### src/hw/adc_seq_defs.svh
// register offsets, field positions, reset values and timing counts of the converter control
// assumes a 32-bit classic wishbone slave with byte addresses and one word per register
// How it works
// - each conversion yields an unsigned ten-bit code from the successive-approximation core
// - fastest setting, one acquisition clock plus twelve, reaches five hundred ksps
// - any of sixteen inputs routes to hold channel zero, channels one to three pick from four settings; all feed one core
// - a control bit picks supply pair or external reference pins
// - sequencing ignores the device sleep state and keeps converting
// - six sixteen-bit software registers: three controls, input, pin and scan select
// - input-select register picks the inputs connected to the hold channels
// - each pin-configuration bit makes its pin analog or digital
// - scan-select register marks inputs taking part in automatic scanning
// - sixteen-entry result buffer, readable while conversions write it
// - entries hold ten bits, read back as a formatted sixteen-bit word
// - software writes to result entries have no effect
// - each result is stored; flag and done rise after the programmed sample count
// - trigger 000 starts on sample bit clear; 111 after auto sample time
// - turning off aborts without storing, beats auto start; two clock wait after
// - a conversion takes twelve conversion clocks of (divider plus one) half cycles
`ifndef ADC_SEQ_DEFS_SVH
`define ADC_SEQ_DEFS_SVH

// ----------------------------------------------------------------
// word indices (byte address is four times the index)
// ----------------------------------------------------------------
`define ADC_IDX_CTRL1 6'h10
`define ADC_IDX_CTRL2 6'h11
`define ADC_IDX_CTRL3 6'h12
`define ADC_IDX_ISEL 6'h13
`define ADC_IDX_PCFG 6'h14
`define ADC_IDX_SCAN 6'h15
`define ADC_IDX_STATUS 6'h16
`define ADC_IDX_CLEAR 6'h17
`define ADC_IDX_ENABLE 6'h18

// ----------------------------------------------------------------
// field positions
// ----------------------------------------------------------------
`define ADC_C1_ON 15
`define ADC_C1_FORM_HI 9
`define ADC_C1_FORM_LO 8
`define ADC_C1_TRIG_HI 7
`define ADC_C1_TRIG_LO 5
`define ADC_C1_SIMULTANEOUS_SAMPLE 3
`define ADC_C1_AUTO 2
`define ADC_C1_SAMPLE_BIT 1
`define ADC_C1_DONE 0
`define ADC_C2_REFEXT 13
`define ADC_C2_SCAN 10
`define ADC_C2_CHPS_HI 9
`define ADC_C2_CHPS_LO 8
`define ADC_C2_HALF 7
`define ADC_C2_SMPI_HI 5
`define ADC_C2_SMPI_LO 2
`define ADC_C2_SPLIT 1
`define ADC_C2_ALTERNATE_MUX_SEL 0
`define ADC_ST_DONE 0
`define ADC_ST_ABORT 1

// ----------------------------------------------------------------
// values and counts
// ----------------------------------------------------------------
`define ADC_RST16 16'h0000
`define ADC_TRIG_SOFT 3'h0
`define ADC_TRIG_AUTO 3'h7
`define ADC_DAC_START 10'h200
`define ADC_TAD_LAST 4'hb
`define ADC_HOLDOFF_TAD 2'h2
`define ADC_HALF_BASE 4'h8

`endif

### src/hw/unused_placeholder_none.sv
// empty on purpose: all logic of the converter control sits in one design file
// assumes nothing of its surroundings
`timescale 1ns/10ps
`default_nettype none
`default_nettype wire

### src/hw/adc_seq_pkg.sv
// types shared by the converter control: sequencer states and the state record
// assumes the constants header for widths of fields
package adc_seq_pkg;

    typedef enum logic [1:0] {
        seq_idle,
        seq_sample,
        seq_convert
    } seq_e;

    typedef struct packed {
        logic ack;
        logic [31:0] rdata;
        logic [15:0] ctrl1;
        logic [15:0] ctrl2;
        logic [15:0] ctrl3;
        logic [15:0] isel;
        logic [15:0] pcfg;
        logic [15:0] scan;
        logic [1:0] irq_en;
        logic [1:0] status;
        logic irq;
        logic [15:0][9:0] results;
        logic [3:0] wptr;
        logic half;
        logic [3:0] seq_cnt;
        logic [1:0] sh_ch;
        logic use_b;
        logic [3:0] scan_pos;
        seq_e state;
        logic [6:0] acc;
        logic [3:0] tad_cnt;
        logic [4:0] sample_bit_cnt;
        logic [1:0] holdoff;
        logic [9:0] code;
        logic buf_wr;
        logic irq_evt;
        logic done;
        logic sample_out;
        logic [3:0] ch0_sel;
        logic [1:0] ch123_sel;
        logic ref_ext;
        logic [15:0] pin_analog;
    } state_s;

endpackage

### src/hw/sar_adc_sequencer.sv
// converter control: wishbone register file, conversion clock, sampling sequencer,
// successive-approximation loop and sixteen-entry result buffer
// assumes an analog front end with a comparator and a ten-bit dac driven from here
`timescale 1ns/10ps
`default_nettype none
`include "adc_seq_defs.svh"

module sar_adc_sequencer (
    input wire logic clk_i,
    input wire logic rst_i,
    input wire logic wb_cyc_i,
    input wire logic wb_stb_i,
    input wire logic wb_we_i,
    input wire logic [7:0] wb_adr_i,
    input wire logic [3:0] wb_sel_i,
    input wire logic [31:0] wb_dat_i,
    output logic [31:0] wb_dat_o,
    output logic wb_ack_o,
    output logic irq_o,
    input wire logic comparator_i,
    input wire logic trigger_i,
    output logic [9:0] dac_code_o,
    output logic sample_o,
    output logic [1:0] sh_channel_o,
    output logic [3:0] ch0_input_o,
    output logic [1:0] ch123_input_o,
    output logic ref_ext_o,
    output logic [15:0] analog_pin_en_o
);

    // ----------------------------------------------------------------
    // helpers
    // ----------------------------------------------------------------
    function automatic logic [15:0] lane_write(input logic [15:0] old, input logic [31:0] d,
                                               input logic [3:0] sel);
        lane_write = {sel[1] ? d[15:8] : old[15:8], sel[0] ? d[7:0] : old[7:0]};
    endfunction

    // lowest marked input at or above from; zero when none is marked
    function automatic logic [3:0] scan_from(input logic [15:0] mask, input logic [4:0] from);
        scan_from = 4'h0;
        for (int i = 15; i >= 0; i--) begin
            if (mask[i] && (5'(i) >= from)) begin
                scan_from = 4'(i);
            end
        end
    endfunction

    function automatic logic [15:0] fmt(input logic [9:0] c, input logic [1:0] form);
        case (form)
            2'h0: fmt = {6'h00, c};
            2'h1: fmt = {{7{~c[9]}}, c[8:0]};
            2'h2: fmt = {c, 6'h00};
            default: fmt = {~c[9], c[8:0], 6'h00};
        endcase
    endfunction

    adc_seq_pkg::state_s st;
    adc_seq_pkg::state_s n;
    logic req;
    logic [5:0] idx;
    logic on;
    logic tick;
    logic fire;
    logic [6:0] div1;
    logic [6:0] sum;
    logic [2:0] nch;
    logic [4:0] ast;

    assign req = wb_cyc_i && wb_stb_i && !st.ack;
    assign idx = wb_adr_i[7:2];

    always_comb begin
        n = st;
        n.buf_wr = 1'b0;
        n.irq_evt = 1'b0;
        fire = 1'b0;
        tick = 1'b0;
        // ----------------------------------------------------------------
        // bus slave: one-cycle registered answer, unmapped reads give zero
        // ----------------------------------------------------------------
        n.ack = req;
        if (req) begin
            n.rdata = 32'h0000_0000;
            if (idx < 6'h10) begin
                n.rdata[15:0] = fmt(st.results[idx[3:0]],
                                    st.ctrl1[`ADC_C1_FORM_HI:`ADC_C1_FORM_LO]);
            end else begin
                case (idx)
                    `ADC_IDX_CTRL1: n.rdata[15:0] = {st.ctrl1[15:1], st.done};
                    `ADC_IDX_CTRL2: n.rdata[15:0] = {st.ctrl2[15:8], st.half, st.ctrl2[6:0]};
                    `ADC_IDX_CTRL3: n.rdata[15:0] = st.ctrl3;
                    `ADC_IDX_ISEL: n.rdata[15:0] = st.isel;
                    `ADC_IDX_PCFG: n.rdata[15:0] = st.pcfg;
                    `ADC_IDX_SCAN: n.rdata[15:0] = st.scan;
                    `ADC_IDX_STATUS: n.rdata[1:0] = st.status;
                    `ADC_IDX_ENABLE: n.rdata[1:0] = st.irq_en;
                    default: n.rdata = 32'h0000_0000;
                endcase
            end
        end
        // result entries are absent from this case, so buffer writes fall away
        if (req && wb_we_i) begin
            case (idx)
                `ADC_IDX_CTRL1: n.ctrl1 = lane_write(st.ctrl1, wb_dat_i, wb_sel_i);
                `ADC_IDX_CTRL2: n.ctrl2 = lane_write(st.ctrl2, wb_dat_i, wb_sel_i);
                `ADC_IDX_CTRL3: n.ctrl3 = lane_write(st.ctrl3, wb_dat_i, wb_sel_i);
                `ADC_IDX_ISEL: n.isel = lane_write(st.isel, wb_dat_i, wb_sel_i);
                `ADC_IDX_PCFG: n.pcfg = lane_write(st.pcfg, wb_dat_i, wb_sel_i);
                `ADC_IDX_SCAN: n.scan = lane_write(st.scan, wb_dat_i, wb_sel_i);
                `ADC_IDX_CLEAR: n.status = st.status & ~(wb_sel_i[0] ? wb_dat_i[1:0] : 2'h0);
                `ADC_IDX_ENABLE: n.irq_en = wb_sel_i[0] ? wb_dat_i[1:0] : st.irq_en;
                default: n.irq_en = n.irq_en;
            endcase
        end
        // ----------------------------------------------------------------
        // conversion clock: phase accumulator in half instruction cycles
        // ----------------------------------------------------------------
        // sleep has no input here on purpose: the sequencer never stops for it
        on = n.ctrl1[`ADC_C1_ON];
        div1 = {1'b0, st.ctrl3[5:0]} + 7'h01;
        sum = st.acc + 7'h02;
        nch = (st.ctrl2[`ADC_C2_CHPS_HI:`ADC_C2_CHPS_LO] == 2'h0) ? 3'h1 :
              (st.ctrl2[`ADC_C2_CHPS_HI:`ADC_C2_CHPS_LO] == 2'h1) ? 3'h2 : 3'h4;
        ast = (st.ctrl3[12:8] == 5'h00) ? 5'h01 : st.ctrl3[12:8];
        if (!on) begin
            // an abort leaves results and pointer as they were
            if (st.state != adc_seq_pkg::seq_idle) begin
                n.status[`ADC_ST_ABORT] = 1'b1;
                n.holdoff = `ADC_HOLDOFF_TAD;
            end
            n.state = adc_seq_pkg::seq_idle;
            n.acc = 7'h00;
            n.tad_cnt = 4'h0;
            n.sh_ch = 2'h0;
            n.holdoff = (st.state != adc_seq_pkg::seq_idle) ? `ADC_HOLDOFF_TAD : st.holdoff;
        end else begin
            // a divider at or below one clamps to one conversion clock per cycle
            if (div1 <= 7'h02) begin
                tick = 1'b1;
                n.acc = 7'h00;
            end else if (sum >= div1) begin
                tick = 1'b1;
                n.acc = sum - div1;
            end else begin
                n.acc = sum;
            end
            if (tick && (st.holdoff != 2'h0)) begin
                n.holdoff = st.holdoff - 2'h1;
            end
            // ----------------------------------------------------------------
            // sequencer
            // ----------------------------------------------------------------
            case (st.state)
                adc_seq_pkg::seq_idle: begin
                    if (n.ctrl1[`ADC_C1_SAMPLE_BIT] && (st.holdoff == 2'h0)) begin
                        n.state = adc_seq_pkg::seq_sample;
                        n.sample_bit_cnt = 5'h00;
                    end
                end
                adc_seq_pkg::seq_sample: begin
                    case (st.ctrl1[`ADC_C1_TRIG_HI:`ADC_C1_TRIG_LO])
                        `ADC_TRIG_SOFT: fire = !n.ctrl1[`ADC_C1_SAMPLE_BIT];
                        `ADC_TRIG_AUTO: begin
                            if (tick) begin
                                if (st.sample_bit_cnt + 5'h01 >= ast) begin
                                    fire = 1'b1;
                                end else begin
                                    n.sample_bit_cnt = st.sample_bit_cnt + 5'h01;
                                end
                            end
                        end
                        default: fire = trigger_i;
                    endcase
                    if (fire) begin
                        n.state = adc_seq_pkg::seq_convert;
                        n.ctrl1[`ADC_C1_SAMPLE_BIT] = 1'b0;
                        n.tad_cnt = 4'h0;
                        n.done = 1'b0;
                    end
                end
                adc_seq_pkg::seq_convert: begin
                    if (tick) begin
                        n.tad_cnt = st.tad_cnt + 4'h1;
                        if (st.tad_cnt == 4'h0) begin
                            n.code = `ADC_DAC_START;
                        end else if (st.tad_cnt <= 4'ha) begin
                            // keep the trial bit if the input is at or above the dac level
                            n.code[4'ha - st.tad_cnt] = comparator_i;
                            if (st.tad_cnt != 4'ha) begin
                                n.code[4'h9 - st.tad_cnt] = 1'b1;
                            end
                        end else begin
                            n.results[st.wptr] = st.code;
                            n.buf_wr = 1'b1;
                            n.wptr = st.wptr + 4'h1;
                            n.tad_cnt = 4'h0;
                            if ({1'b0, st.sh_ch} + 3'h1 < nch) begin
                                n.sh_ch = st.sh_ch + 2'h1;
                                if (st.ctrl1[`ADC_C1_SIMULTANEOUS_SAMPLE]) begin
                                    n.state = adc_seq_pkg::seq_convert;
                                end else begin
                                    n.state = adc_seq_pkg::seq_sample;
                                    n.sample_bit_cnt = 5'h00;
                                    n.ctrl1[`ADC_C1_SAMPLE_BIT] = 1'b1;
                                end
                            end else begin
                                n.sh_ch = 2'h0;
                                n.use_b = st.ctrl2[`ADC_C2_ALTERNATE_MUX_SEL] ? ~st.use_b : 1'b0;
                                n.scan_pos = scan_from(st.scan, {1'b0, st.scan_pos} + 5'h01);
                                if (st.seq_cnt == st.ctrl2[`ADC_C2_SMPI_HI:`ADC_C2_SMPI_LO]) begin
                                    n.irq_evt = 1'b1;
                                    n.status[`ADC_ST_DONE] = 1'b1;
                                    n.done = 1'b1;
                                    n.seq_cnt = 4'h0;
                                    n.use_b = 1'b0;
                                    n.scan_pos = scan_from(st.scan, 5'h00);
                                    n.half = st.ctrl2[`ADC_C2_SPLIT] ? ~st.half : 1'b0;
                                    n.wptr = (st.ctrl2[`ADC_C2_SPLIT] && !st.half) ?
                                             `ADC_HALF_BASE : 4'h0;
                                end else begin
                                    n.seq_cnt = st.seq_cnt + 4'h1;
                                end
                                if (st.ctrl1[`ADC_C1_AUTO]) begin
                                    n.state = adc_seq_pkg::seq_sample;
                                    n.sample_bit_cnt = 5'h00;
                                    n.ctrl1[`ADC_C1_SAMPLE_BIT] = 1'b1;
                                end else begin
                                    n.state = adc_seq_pkg::seq_idle;
                                end
                            end
                        end
                    end
                end
                default: n.state = adc_seq_pkg::seq_idle;
            endcase
        end
        // ----------------------------------------------------------------
        // front-end drive and interrupt
        // ----------------------------------------------------------------
        n.sample_out = (n.state == adc_seq_pkg::seq_sample);
        n.ch0_sel = (st.ctrl2[`ADC_C2_SCAN] && !n.use_b) ? n.scan_pos :
                    (n.use_b ? st.isel[11:8] : st.isel[3:0]);
        n.ch123_sel = n.use_b ? st.isel[13:12] : st.isel[5:4];
        n.ref_ext = st.ctrl2[`ADC_C2_REFEXT];
        n.pin_analog = ~st.pcfg;
        n.irq = |(n.status & n.irq_en);
    end

    always_ff @(posedge clk_i) begin
        if (rst_i) begin
            st <= '0;
        end else begin
            st <= n;
        end
    end

    assign wb_dat_o = st.rdata;
    assign wb_ack_o = st.ack;
    assign irq_o = st.irq;
    assign dac_code_o = st.code;
    assign sample_o = st.sample_out;
    assign sh_channel_o = st.sh_ch;
    assign ch0_input_o = st.ch0_sel;
    assign ch123_input_o = st.ch123_sel;
    assign ref_ext_o = st.ref_ext;
    assign analog_pin_en_o = st.pin_analog;

    // ----------------------------------------------------------------
    // checks
    // ----------------------------------------------------------------
    ack_pulse_a: assert property (@(posedge clk_i) disable iff (rst_i)
        st.ack |=> !st.ack) else $error("ack held longer than one cycle");
    ack_reply_a: assert property (@(posedge clk_i) disable iff (rst_i)
        (wb_cyc_i && wb_stb_i && !st.ack) |=> st.ack) else $error("request not answered");
    buffer_readonly_a: assert property (@(posedge clk_i) disable iff (rst_i)
        !st.buf_wr |-> st.results == $past(st.results)) else $error("buffer changed without result");
    abort_no_store_a: assert property (@(posedge clk_i) disable iff (rst_i)
        !st.ctrl1[`ADC_C1_ON] |-> (!st.buf_wr && st.state == adc_seq_pkg::seq_idle))
        else $error("store or activity while off");
    twelve_clocks_a: assert property (@(posedge clk_i) disable iff (rst_i)
        st.buf_wr |-> $past(st.tad_cnt) == `ADC_TAD_LAST) else $error("conversion length wrong");
    pointer_restart_a: assert property (@(posedge clk_i) disable iff (rst_i)
        st.irq_evt |-> (st.wptr == (st.half ? `ADC_HALF_BASE : 4'h0)))
        else $error("pointer not restarted");
    irq_flag_a: assert property (@(posedge clk_i) disable iff (rst_i)
        st.irq_evt |-> (st.buf_wr && st.done && st.status[`ADC_ST_DONE]))
        else $error("flag not raised with last result");
    soft_start_a: assert property (@(posedge clk_i) disable iff (rst_i)
        (st.state == adc_seq_pkg::seq_sample && n.ctrl1[`ADC_C1_ON] && !n.ctrl1[`ADC_C1_SAMPLE_BIT]
         && st.ctrl1[`ADC_C1_TRIG_HI:`ADC_C1_TRIG_LO] == `ADC_TRIG_SOFT)
        |=> (st.state == adc_seq_pkg::seq_convert))
        else $error("software trigger missed");

endmodule
`default_nettype wire

### config.mk
export PLATFORM = sky130hd
export DESIGN_NAME = sar_adc_sequencer
export DESIGN_NICKNAME = d
export VERILOG_FILES = /design/src/hw/unused_placeholder_none.sv /design/src/hw/adc_seq_pkg.sv /design/src/hw/sar_adc_sequencer.sv
export VERILOG_INCLUDE_DIRS = /design/src /design/src/hw
export SDC_FILE = /design/constraint.sdc
export NUM_CORES = 1
export LEC_CHECK = 0
export BUFFER_PORTS_ARGS = -buffer_cell sky130_fd_sc_hd__buf_2
export CAP_MARGIN = 10
export CORE_MARGIN = 1.5
export CORE_UTILIZATION = 50
export DETAILED_ROUTE_END_ITERATION = 16
export PLACE_DENSITY_LB_ADDON = 0.12
export SYNTH_ARGS = -nofsm -noshare
export SYNTH_HDL_FRONTEND = slang
export SYNTH_SLANG_ARGS = --single-unit
### constraint.sdc
create_clock -name clk_i -period 8.4 [get_ports clk_i]
set_clock_uncertainty 0.1 [all_clocks]
set_input_delay 0.42 -clock clk_i [delete_from_list [all_inputs] [get_ports clk_i]]
set_output_delay 0.42 -clock clk_i [all_outputs]
set_load 0.005 [all_outputs]
==> flow_summary.json, run 1 <==
{
  "run_status": "completed",
  "synthesis.area_mm2": 0.0172,
  "synth-compound-area-share": 0.120,
  "drt_iter0_markers": 1211,
  "cp_cell_sequence": "ha_1 -> nand3_1 -> xor2_1 -> ha_1 -> nor3_1 -> nor2_1 -> o22ai_1 -> a21boi_1 -> buf_4 -> nor2_1 -> buf_4 -> nand3_1 -> mux2i_1 -> nor2_1",
  "rr_startpoint": "st[286]$_SDFFE_PP0P_",
  "synth_top_family_by_area": "simple AND/OR/NAND/NOR gates",
  "ys_async_sr_fraction": 0,
  "synth.area.mux_share": 0.179,
  "worst_hold_path_type": "in -> reg",
  "whs_endpoint": "st[261]$_SDFFE_PP0P_",
  "rows": 67,
  "ranking_of_synthesized_cells_by_area": "dfxtp_1 40%, mux2i_1 11%, mux4_2 6.7%, nor2_1 5.7%, a21oi_1 4.5%",
  "grt.overflow.total": 0,
  "place_hpwl_mm": 32.2,
  "postSynth.topFlopCell": "dfxtp_1",
  "timing.reg2reg.setup_slack_ns": 3.40,
  "synth_largest_area_cell": "dfxtp_1",
  "clk_pin_slew_ns": 0.06,
  "drcViolationCount": 0,
  "post_synth_xor_area_fraction": 0.0142,
  "timing.reg2reg.worst_path_depth": 14,
  "vias": 13900,
  "initial_standard_cell_utilization_of_the_core": 0.511,
  "synth_top_area_share": 0.403,
  "num-nets-final": 1965,
  "drv_slew": 0,
  "cts.sinks": 347,
  "synth-simple-area-share": 0.183,
  "floorplan.core_area_mm2": 0.0337,
  "numCtsBuffers": 38,
  "hold_path.startpoint": "wb_dat_i[7]",
  "cellPowerDensity_mw_per_mm2": 189,
  "gp_routability_congestion": 0.890,
  "cts_root_buf": "clkbuf_16",
  "postLayoutSetupSlackWorst_ns": 3.40,
  "postSynthAreaPerCell_um2": 8.95,
  "timing.final.hold_violations": 0,
  "io-pin-count": 121,
  "worst_path_max_delay_cell": "o22ai_1",
  "irDropWorstVdd_mv": 0.161,
  "synth_edf_count": 0,
  "detailedRoute.firstPassIterationCount": 7,
  "number_of_inserted_filler_cells_in_the_final_layout": 3092,
  "post_cts.repair.setup_buffers": 0,
  "finalSetupViolCount": 0,
  "port_buffers": 84,
  "design.die.area_mm2": 0.0356,
  "yosys_warnings": 0,
  "max_stage_delay_ns": 0.82,
  "syn_to_final_growth_pct": 8.47,
  "cp-end-kind": "flop",
  "critPathRequiredTime_ns": 8.67,
  "kind_of_start_point_of_the_critical_path": "flop",
  "cts.htree.levels": 2,
  "worstSkewPairLatency_ns": 0.53,
  "timing.setup.tns_ns": 0,
  "antenna_found_initial": 0,
  "fin_util": 0.555,
  "rsz0062_at_grt": "false",
  "detail_route.wl_per_cell_um": 20.5,
  "drive_gt1_frac": 0.126,
  "cts_buffer_depth": 3,
  "min_path_cells": 3,
  "detail-route-antenna-nets": 0,
  "kind_of_cell_with_the_highest_combined_delay_on_the_critical_path": "compound AO/OA/AOI/OAI gates",
  "vias_per_cell": 5.91,
  "synth_cell_type_count": 73,
  "crit_buf_inv": 2,
  "max-cap-violations": 0,
  "power.static_leakage_nw": 7.95,
  "max_freq_mhz": 200,
  "worst-slew-pin-transition_ns": 1.20,
  "chipHeight_um": 189,
  "cts.hold.buffers_added": 0,
  "ys_ff_latch": 347,
  "post_synth_fa_ha_maj_area_fraction": 0.0302,
  "area_of_combinational_cells_with_multiple_inputs_mm2": 0.00916,
  "area.sequential_mm2": 0.00695,
  "syn-instance-count": 1926,
  "crit_arrival_ns": 5.27,
  "crit_type": "reg -> reg",
  "first_global_vias": 12800,
  "antenna_cells_inserted": 0,
  "path_max_fanout": 22,
  "cts_tree": "done",
  "timing.critical_path.mode_cell": "nor2_1",
  "first_pass_grt_wire_length_mm": 74.4,
  "period_share": 0.595,
  "register_area_share_after_synthesis": 0.403,
  "totalPowerFinal_w": 0.00353,
  "timing.rr.end": "st[130]$_SDFFE_PP0P_",
  "drt_wl_total_mm": 48.2,
  "grt_start_max_net_pins": 241,
  "min_period_ns": 5.00,
  "globalRouteTotalUtil": 0.267,
  "dp_worst_setup_slack_ns": 3.47,
  "relSlewSlack": 0.203,
  "die_w_um": 189,
  "cts-resized-gates": 0
}
[layout make-up]
class	instances	area share
multi-input combinational	1350	0.490
inverter	35	0.00703
sequential	347	0.372
tap	448	0.0300
clock inverter	13	0.0102
clock buffer	55	0.0602
timing repair buffer	101	0.0307
[worst reg2reg max path, delay by kind of cell, from the launching register on]
kind            cells  cell delay [ns]
simple gates        6             1.24
compound gates      2             1.39
xor+xnor            1             0.23
mux                 1             0.29
buf+inv             2             0.48
fa+ha+maj           2             0.59
flops               1             0.52
[state kept, by name (all words and copies together), names as in the netlist]
signal	flops
st	292
analog_pin_en_o	16
wb_dat_o	16
dac_code_o	10
ch0_input_o	4
ch123_input_o	2
sh_channel_o	2
irq_o	1
n	1
ref_ext_o	1
sample_o	1
wb_ack_o	1
[stage by stage]
| step | std cells | hold WS (ns) | instance area [µm²] |
|---|---|---|---|
| after floorplan | 1941 | 0.313 | 17300 |
| after global placement | 2280 | 0.341 | 17400 |
| after detailed placement | 2280 | 0.347 | 17400 |
| after CTS | 2348 | 0.0916 | 18700 |
| after global routing | 2349 | 0.112 | 18700 |
| final | 2349 | 0.108 | 18700 |
[power by group]
part           leakage [nW]  internal (W)  switching [W]
Clock                 0.651       0.00106       0.000685
Combinational          4.50     0.0000343      0.0000905
Sequential             2.80       0.00165     0.00000492
[synthesized netlist by cell type (all sizes together), types with 8 or more instances]
cell type,number
xnor2,18
o21ai,31
a222oi,8
clkbuf,106
a21oi,156
nor3,23
a21o,9
nand2b,11
a221oi,9
a211oi,11
nand2,171
dfxtp,347
inv,34
o21a,9
ha,40
and2,9
nor2b,28
a211o,11
mux2i,189
xor2,10
nand4,16
nand3,140
mux4,51
nor2,261
buf,103
a22oi,15
[worst max-delay path by stage]
| stage | cells after the start | slack [ns] | from | to |
|---|---|---|---|---|
| 3_3_place_gp | 14 | 3.48 | st[286]$_SDFFE_PP0P_ | st[181]$_SDFFE_PP0P_ |
| 2_1_floorplan | 13 | 5.09 | st[286]$_SDFFE_PP0P_ | ch0_input_o[0]$_SDFF_PP0_ |
| 6_report | 14 | 3.40 | st[286]$_SDFFE_PP0P_ | st[130]$_SDFFE_PP0P_ |
| 4_1_cts | 14 | 3.45 | st[286]$_SDFFE_PP0P_ | st[167]$_SDFFE_PP0P_ |
| 3_5_place_dp | 14 | 3.47 | st[286]$_SDFFE_PP0P_ | st[167]$_SDFFE_PP0P_ |
| 5_1_grt | 14 | 3.18 | st[286]$_SDFFE_PP0P_ | st[222]$_SDFFE_PP0P_ |
[metal layers]
layer	global-route usage	vias to the layer above	wire length [µm]
met5	0	-	0
met4	0.0949	0	1600
met3	0.0350	96	2590
met2	0.456	412	23600
met1	0.345	6750	20500
li1	-	6618	-
[layout by cell type (no fill, tap or decap), drive strengths merged, types with 10 or more instances in the layout]
cell,netlist,layout
a21oi,156,156
a22oi,15,15
dfxtp,347,347
clkbuf,106,56
mux2i,189,189
nor2b,28,28
nor2,261,261
xor2,10,10
buf,103,100
nand4,16,16
xnor2,18,18
nand3,140,140
o21ai,31,31
a211oi,11,11
nor3,23,23
conb,1,16
clkinv,1,10
ha,40,40
a211o,11,11
nand2,171,171
inv,34,34
nand2b,11,11
mux4,51,51
[logic make-up (layout without fill, tap and decap cells)]
group                    after synthesis  in the layout
XOR/XNOR                              28             28
adder cells (fa/ha/maj)               41             41
AO/OA/AOI/OAI                        324            324
AND/OR/NAND/NOR                      697            697
flip-flops                           347            347
buffers and inverters                244            204
multiplexers                         244            244
other                                  1             16
(Power assumes the default switching activity.)
==> run 2: changes to the inputs <==
==> constraint.sdc (replaced) <==
create_clock -name clk_i -period 5.02 [get_ports clk_i]
set_clock_uncertainty 0.1 [all_clocks]
set_input_delay 0.251 -clock clk_i [delete_from_list [all_inputs] [get_ports clk_i]]
set_output_delay 0.251 -clock clk_i [all_outputs]
set_load 0.005 [all_outputs]
==> run 2 against run 1 <==
Against the previous run: sequential cell count did not move; worst hold slack lost 0.097 ns; routed wire length increased by 1.1%; highest routed layer unchanged.
==> flow_summary.json, run 2 (same netlist as run 1, synthesis figures left out) <==
{
  "first_pass_grt_wire_length_mm": 74.9,
  "cts.htree.levels": 2,
  "io-pin-count": 121,
  "worst-slew-pin-transition_ns": 1.11,
  "critPathRequiredTime_ns": 5.31,
  "grt_start_max_net_pins": 178,
  "grt.overflow.total": 0,
  "relSlewSlack": 0.258,
  "finalSetupViolCount": 0,
  "max_freq_mhz": 241,
  "drive_gt1_frac": 0.130,
  "crit_buf_inv": 2,
  "kind_of_start_point_of_the_critical_path": "flop",
  "place_hpwl_mm": 32.7,
  "detail_route.wl_per_cell_um": 20.5,
  "registers.top_by_ff_count": "st",
  "cts_buffer_depth": 3,
  "rows": 67,
  "fin_util": 0.561,
  "die_w_um": 189,
  "dp_worst_setup_slack_ns": 0.950,
  "port_buffers": 84,
  "worst_path_max_delay_cell": "nand4_1",
  "detail-route-antenna-nets": 0,
  "kind_of_cell_with_the_highest_combined_delay_on_the_critical_path": "simple AND/OR/NAND/NOR gates",
  "clk_pin_slew_ns": 0.06,
  "drcViolationCount": 0,
  "timing.critical_path.mode_cell": "nor2_1",
  "cellPowerDensity_mw_per_mm2": 314,
  "cts_tree": "done",
  "vias": 13900,
  "drt_iter0_markers": 1213,
  "worstSkewPairLatency_ns": 0.55,
  "syn_to_final_growth_pct": 9.72,
  "design.die.area_mm2": 0.0356,
  "first_global_vias": 13100,
  "gp_routability_congestion": 0.878,
  "max_stage_delay_ns": 0.88,
  "run_status": "completed",
  "rsz0062_at_grt": "false",
  "num-nets-final": 1991,
  "irDropWorstVdd_mv": 0.311,
  "worst_hold_path_type": "in -> reg",
  "number_of_inserted_filler_cells_in_the_final_layout": 3072,
  "antenna_cells_inserted": 0,
  "drt_wl_total_mm": 48.8,
  "crit_arrival_ns": 4.44,
  "leading_cell_type_in_the_layout_fill_and_taps_excluded": "dfxtp_1",
  "crit_type": "reg -> reg",
  "detailedRoute.firstPassIterationCount": 5,
  "largest_reg_flops": 292,
  "chipHeight_um": 189,
  "layout_common_cells": "347 x dfxtp_1, 259 x nor2_1, 188 x mux2i_1",
  "max-cap-violations": 0,
  "cts.sinks": 347,
  "antenna_found_initial": 0,
  "drv_slew": 0,
  "timing.final.hold_violations": 0,
  "floorplan.core_area_mm2": 0.0337,
  "path_max_fanout": 22,
  "cp-end-kind": "flop",
  "cp_cell_sequence": "and3_1 -> nand3_1 -> xor2_1 -> ha_1 -> o21ai_0 -> nor2_1 -> o22ai_1 -> a21boi_1 -> buf_4 -> nor2_1 -> buf_4 -> nand4_1 -> mux2i_1 -> nor2_1",
  "globalRouteTotalUtil": 0.270,
  "min_period_ns": 4.15,
  "numCtsBuffers": 40,
  "initial_standard_cell_utilization_of_the_core": 0.511,
  "power.static_leakage_nw": 8.05,
  "cts_root_buf": "clkbuf_16",
  "timing.setup.tns_ns": 0,
  "period_share": 0.826,
  "vias_per_cell": 5.85,
  "postLayoutSetupSlackWorst_ns": 0.872
}
[run 2: cell types whose count changed in the layout (fill, tap and decap cells not counted), sizes merged]
cell         change
dlygate4sd3     +15
buf             +10
clkinv           -4
clkinvlp         +3
inv              +3
bufinv           -1
[run 2: repair_timing]
action / CTS / global route
hold buffers: 15 / 0
resized for setup: 0 / 0
setup buffers: 0 / 0
hold endpoints to repair: 72 / 0
[run 2: per-layer routing]
layer	GRT usage	share of wire
met3	0.0352	0.051
met2	0.454	0.48
met5	0	0
met1	0.348	0.43
met4	0.114	0.039
[run 2: stage by stage]
stage | area, µm² | power [W] | hold WS, ns | std cells
after floorplan | 17300 | 0.00298 | 0.298 | 1941
final | 18900 | 0.00593 | 0.0107 | 2375
after global routing | 18900 | 0.00610 | 0.0156 | 2375
after detailed placement | 17400 | 0.00305 | 0.346 | 2289
after CTS | 18900 | 0.00597 | 0.00189 | 2374
after global placement | 17400 | 0.00305 | 0.341 | 2289
[run 2: area by class of cell]
| cell class | count | area [µm²] | area share |
|---|---|---|---|
| inverter | 35 | 131 | 0.00695 |
| timing repair buffer | 125 | 788 | 0.0417 |
| clock inverter | 14 | 166 | 0.00880 |
| sequential | 347 | 6950 | 0.367 |
| tap | 448 | 561 | 0.0296 |
| multi-input combinational | 1350 | 9160 | 0.485 |
| clock buffer | 56 | 1150 | 0.0609 |
[run 2: worst min-delay path, stage by stage]
cell,delay [ns]
buf_2,0.20
nand3_1,0.10
a21oi_1,0.06
[run 2: final timing paths]
kind | startpoint | endpoint | slack, ns | cells after the start
setup / recovery | st[288]$_SDFFE_PP0P_ | st[197]$_SDFFE_PP0P_ | 0.87 | 14
hold / removal | wb_dat_i[1] | st[303]$_SDFFE_PP0P_ | 0.01 | 3
hold reg to reg | st[329]$_SDFFE_PP0P_ | st[329]$_SDFFE_PP0P_ | 0.35 | 2
setup reg to reg | st[288]$_SDFFE_PP0P_ | st[197]$_SDFFE_PP0P_ | 0.87 | 14
[run 2: power breakdown]
group          switching, W  internal [W]
clock               0.00118       0.00176
combinational      0.000155     0.0000660
sequential       0.00000748       0.00277
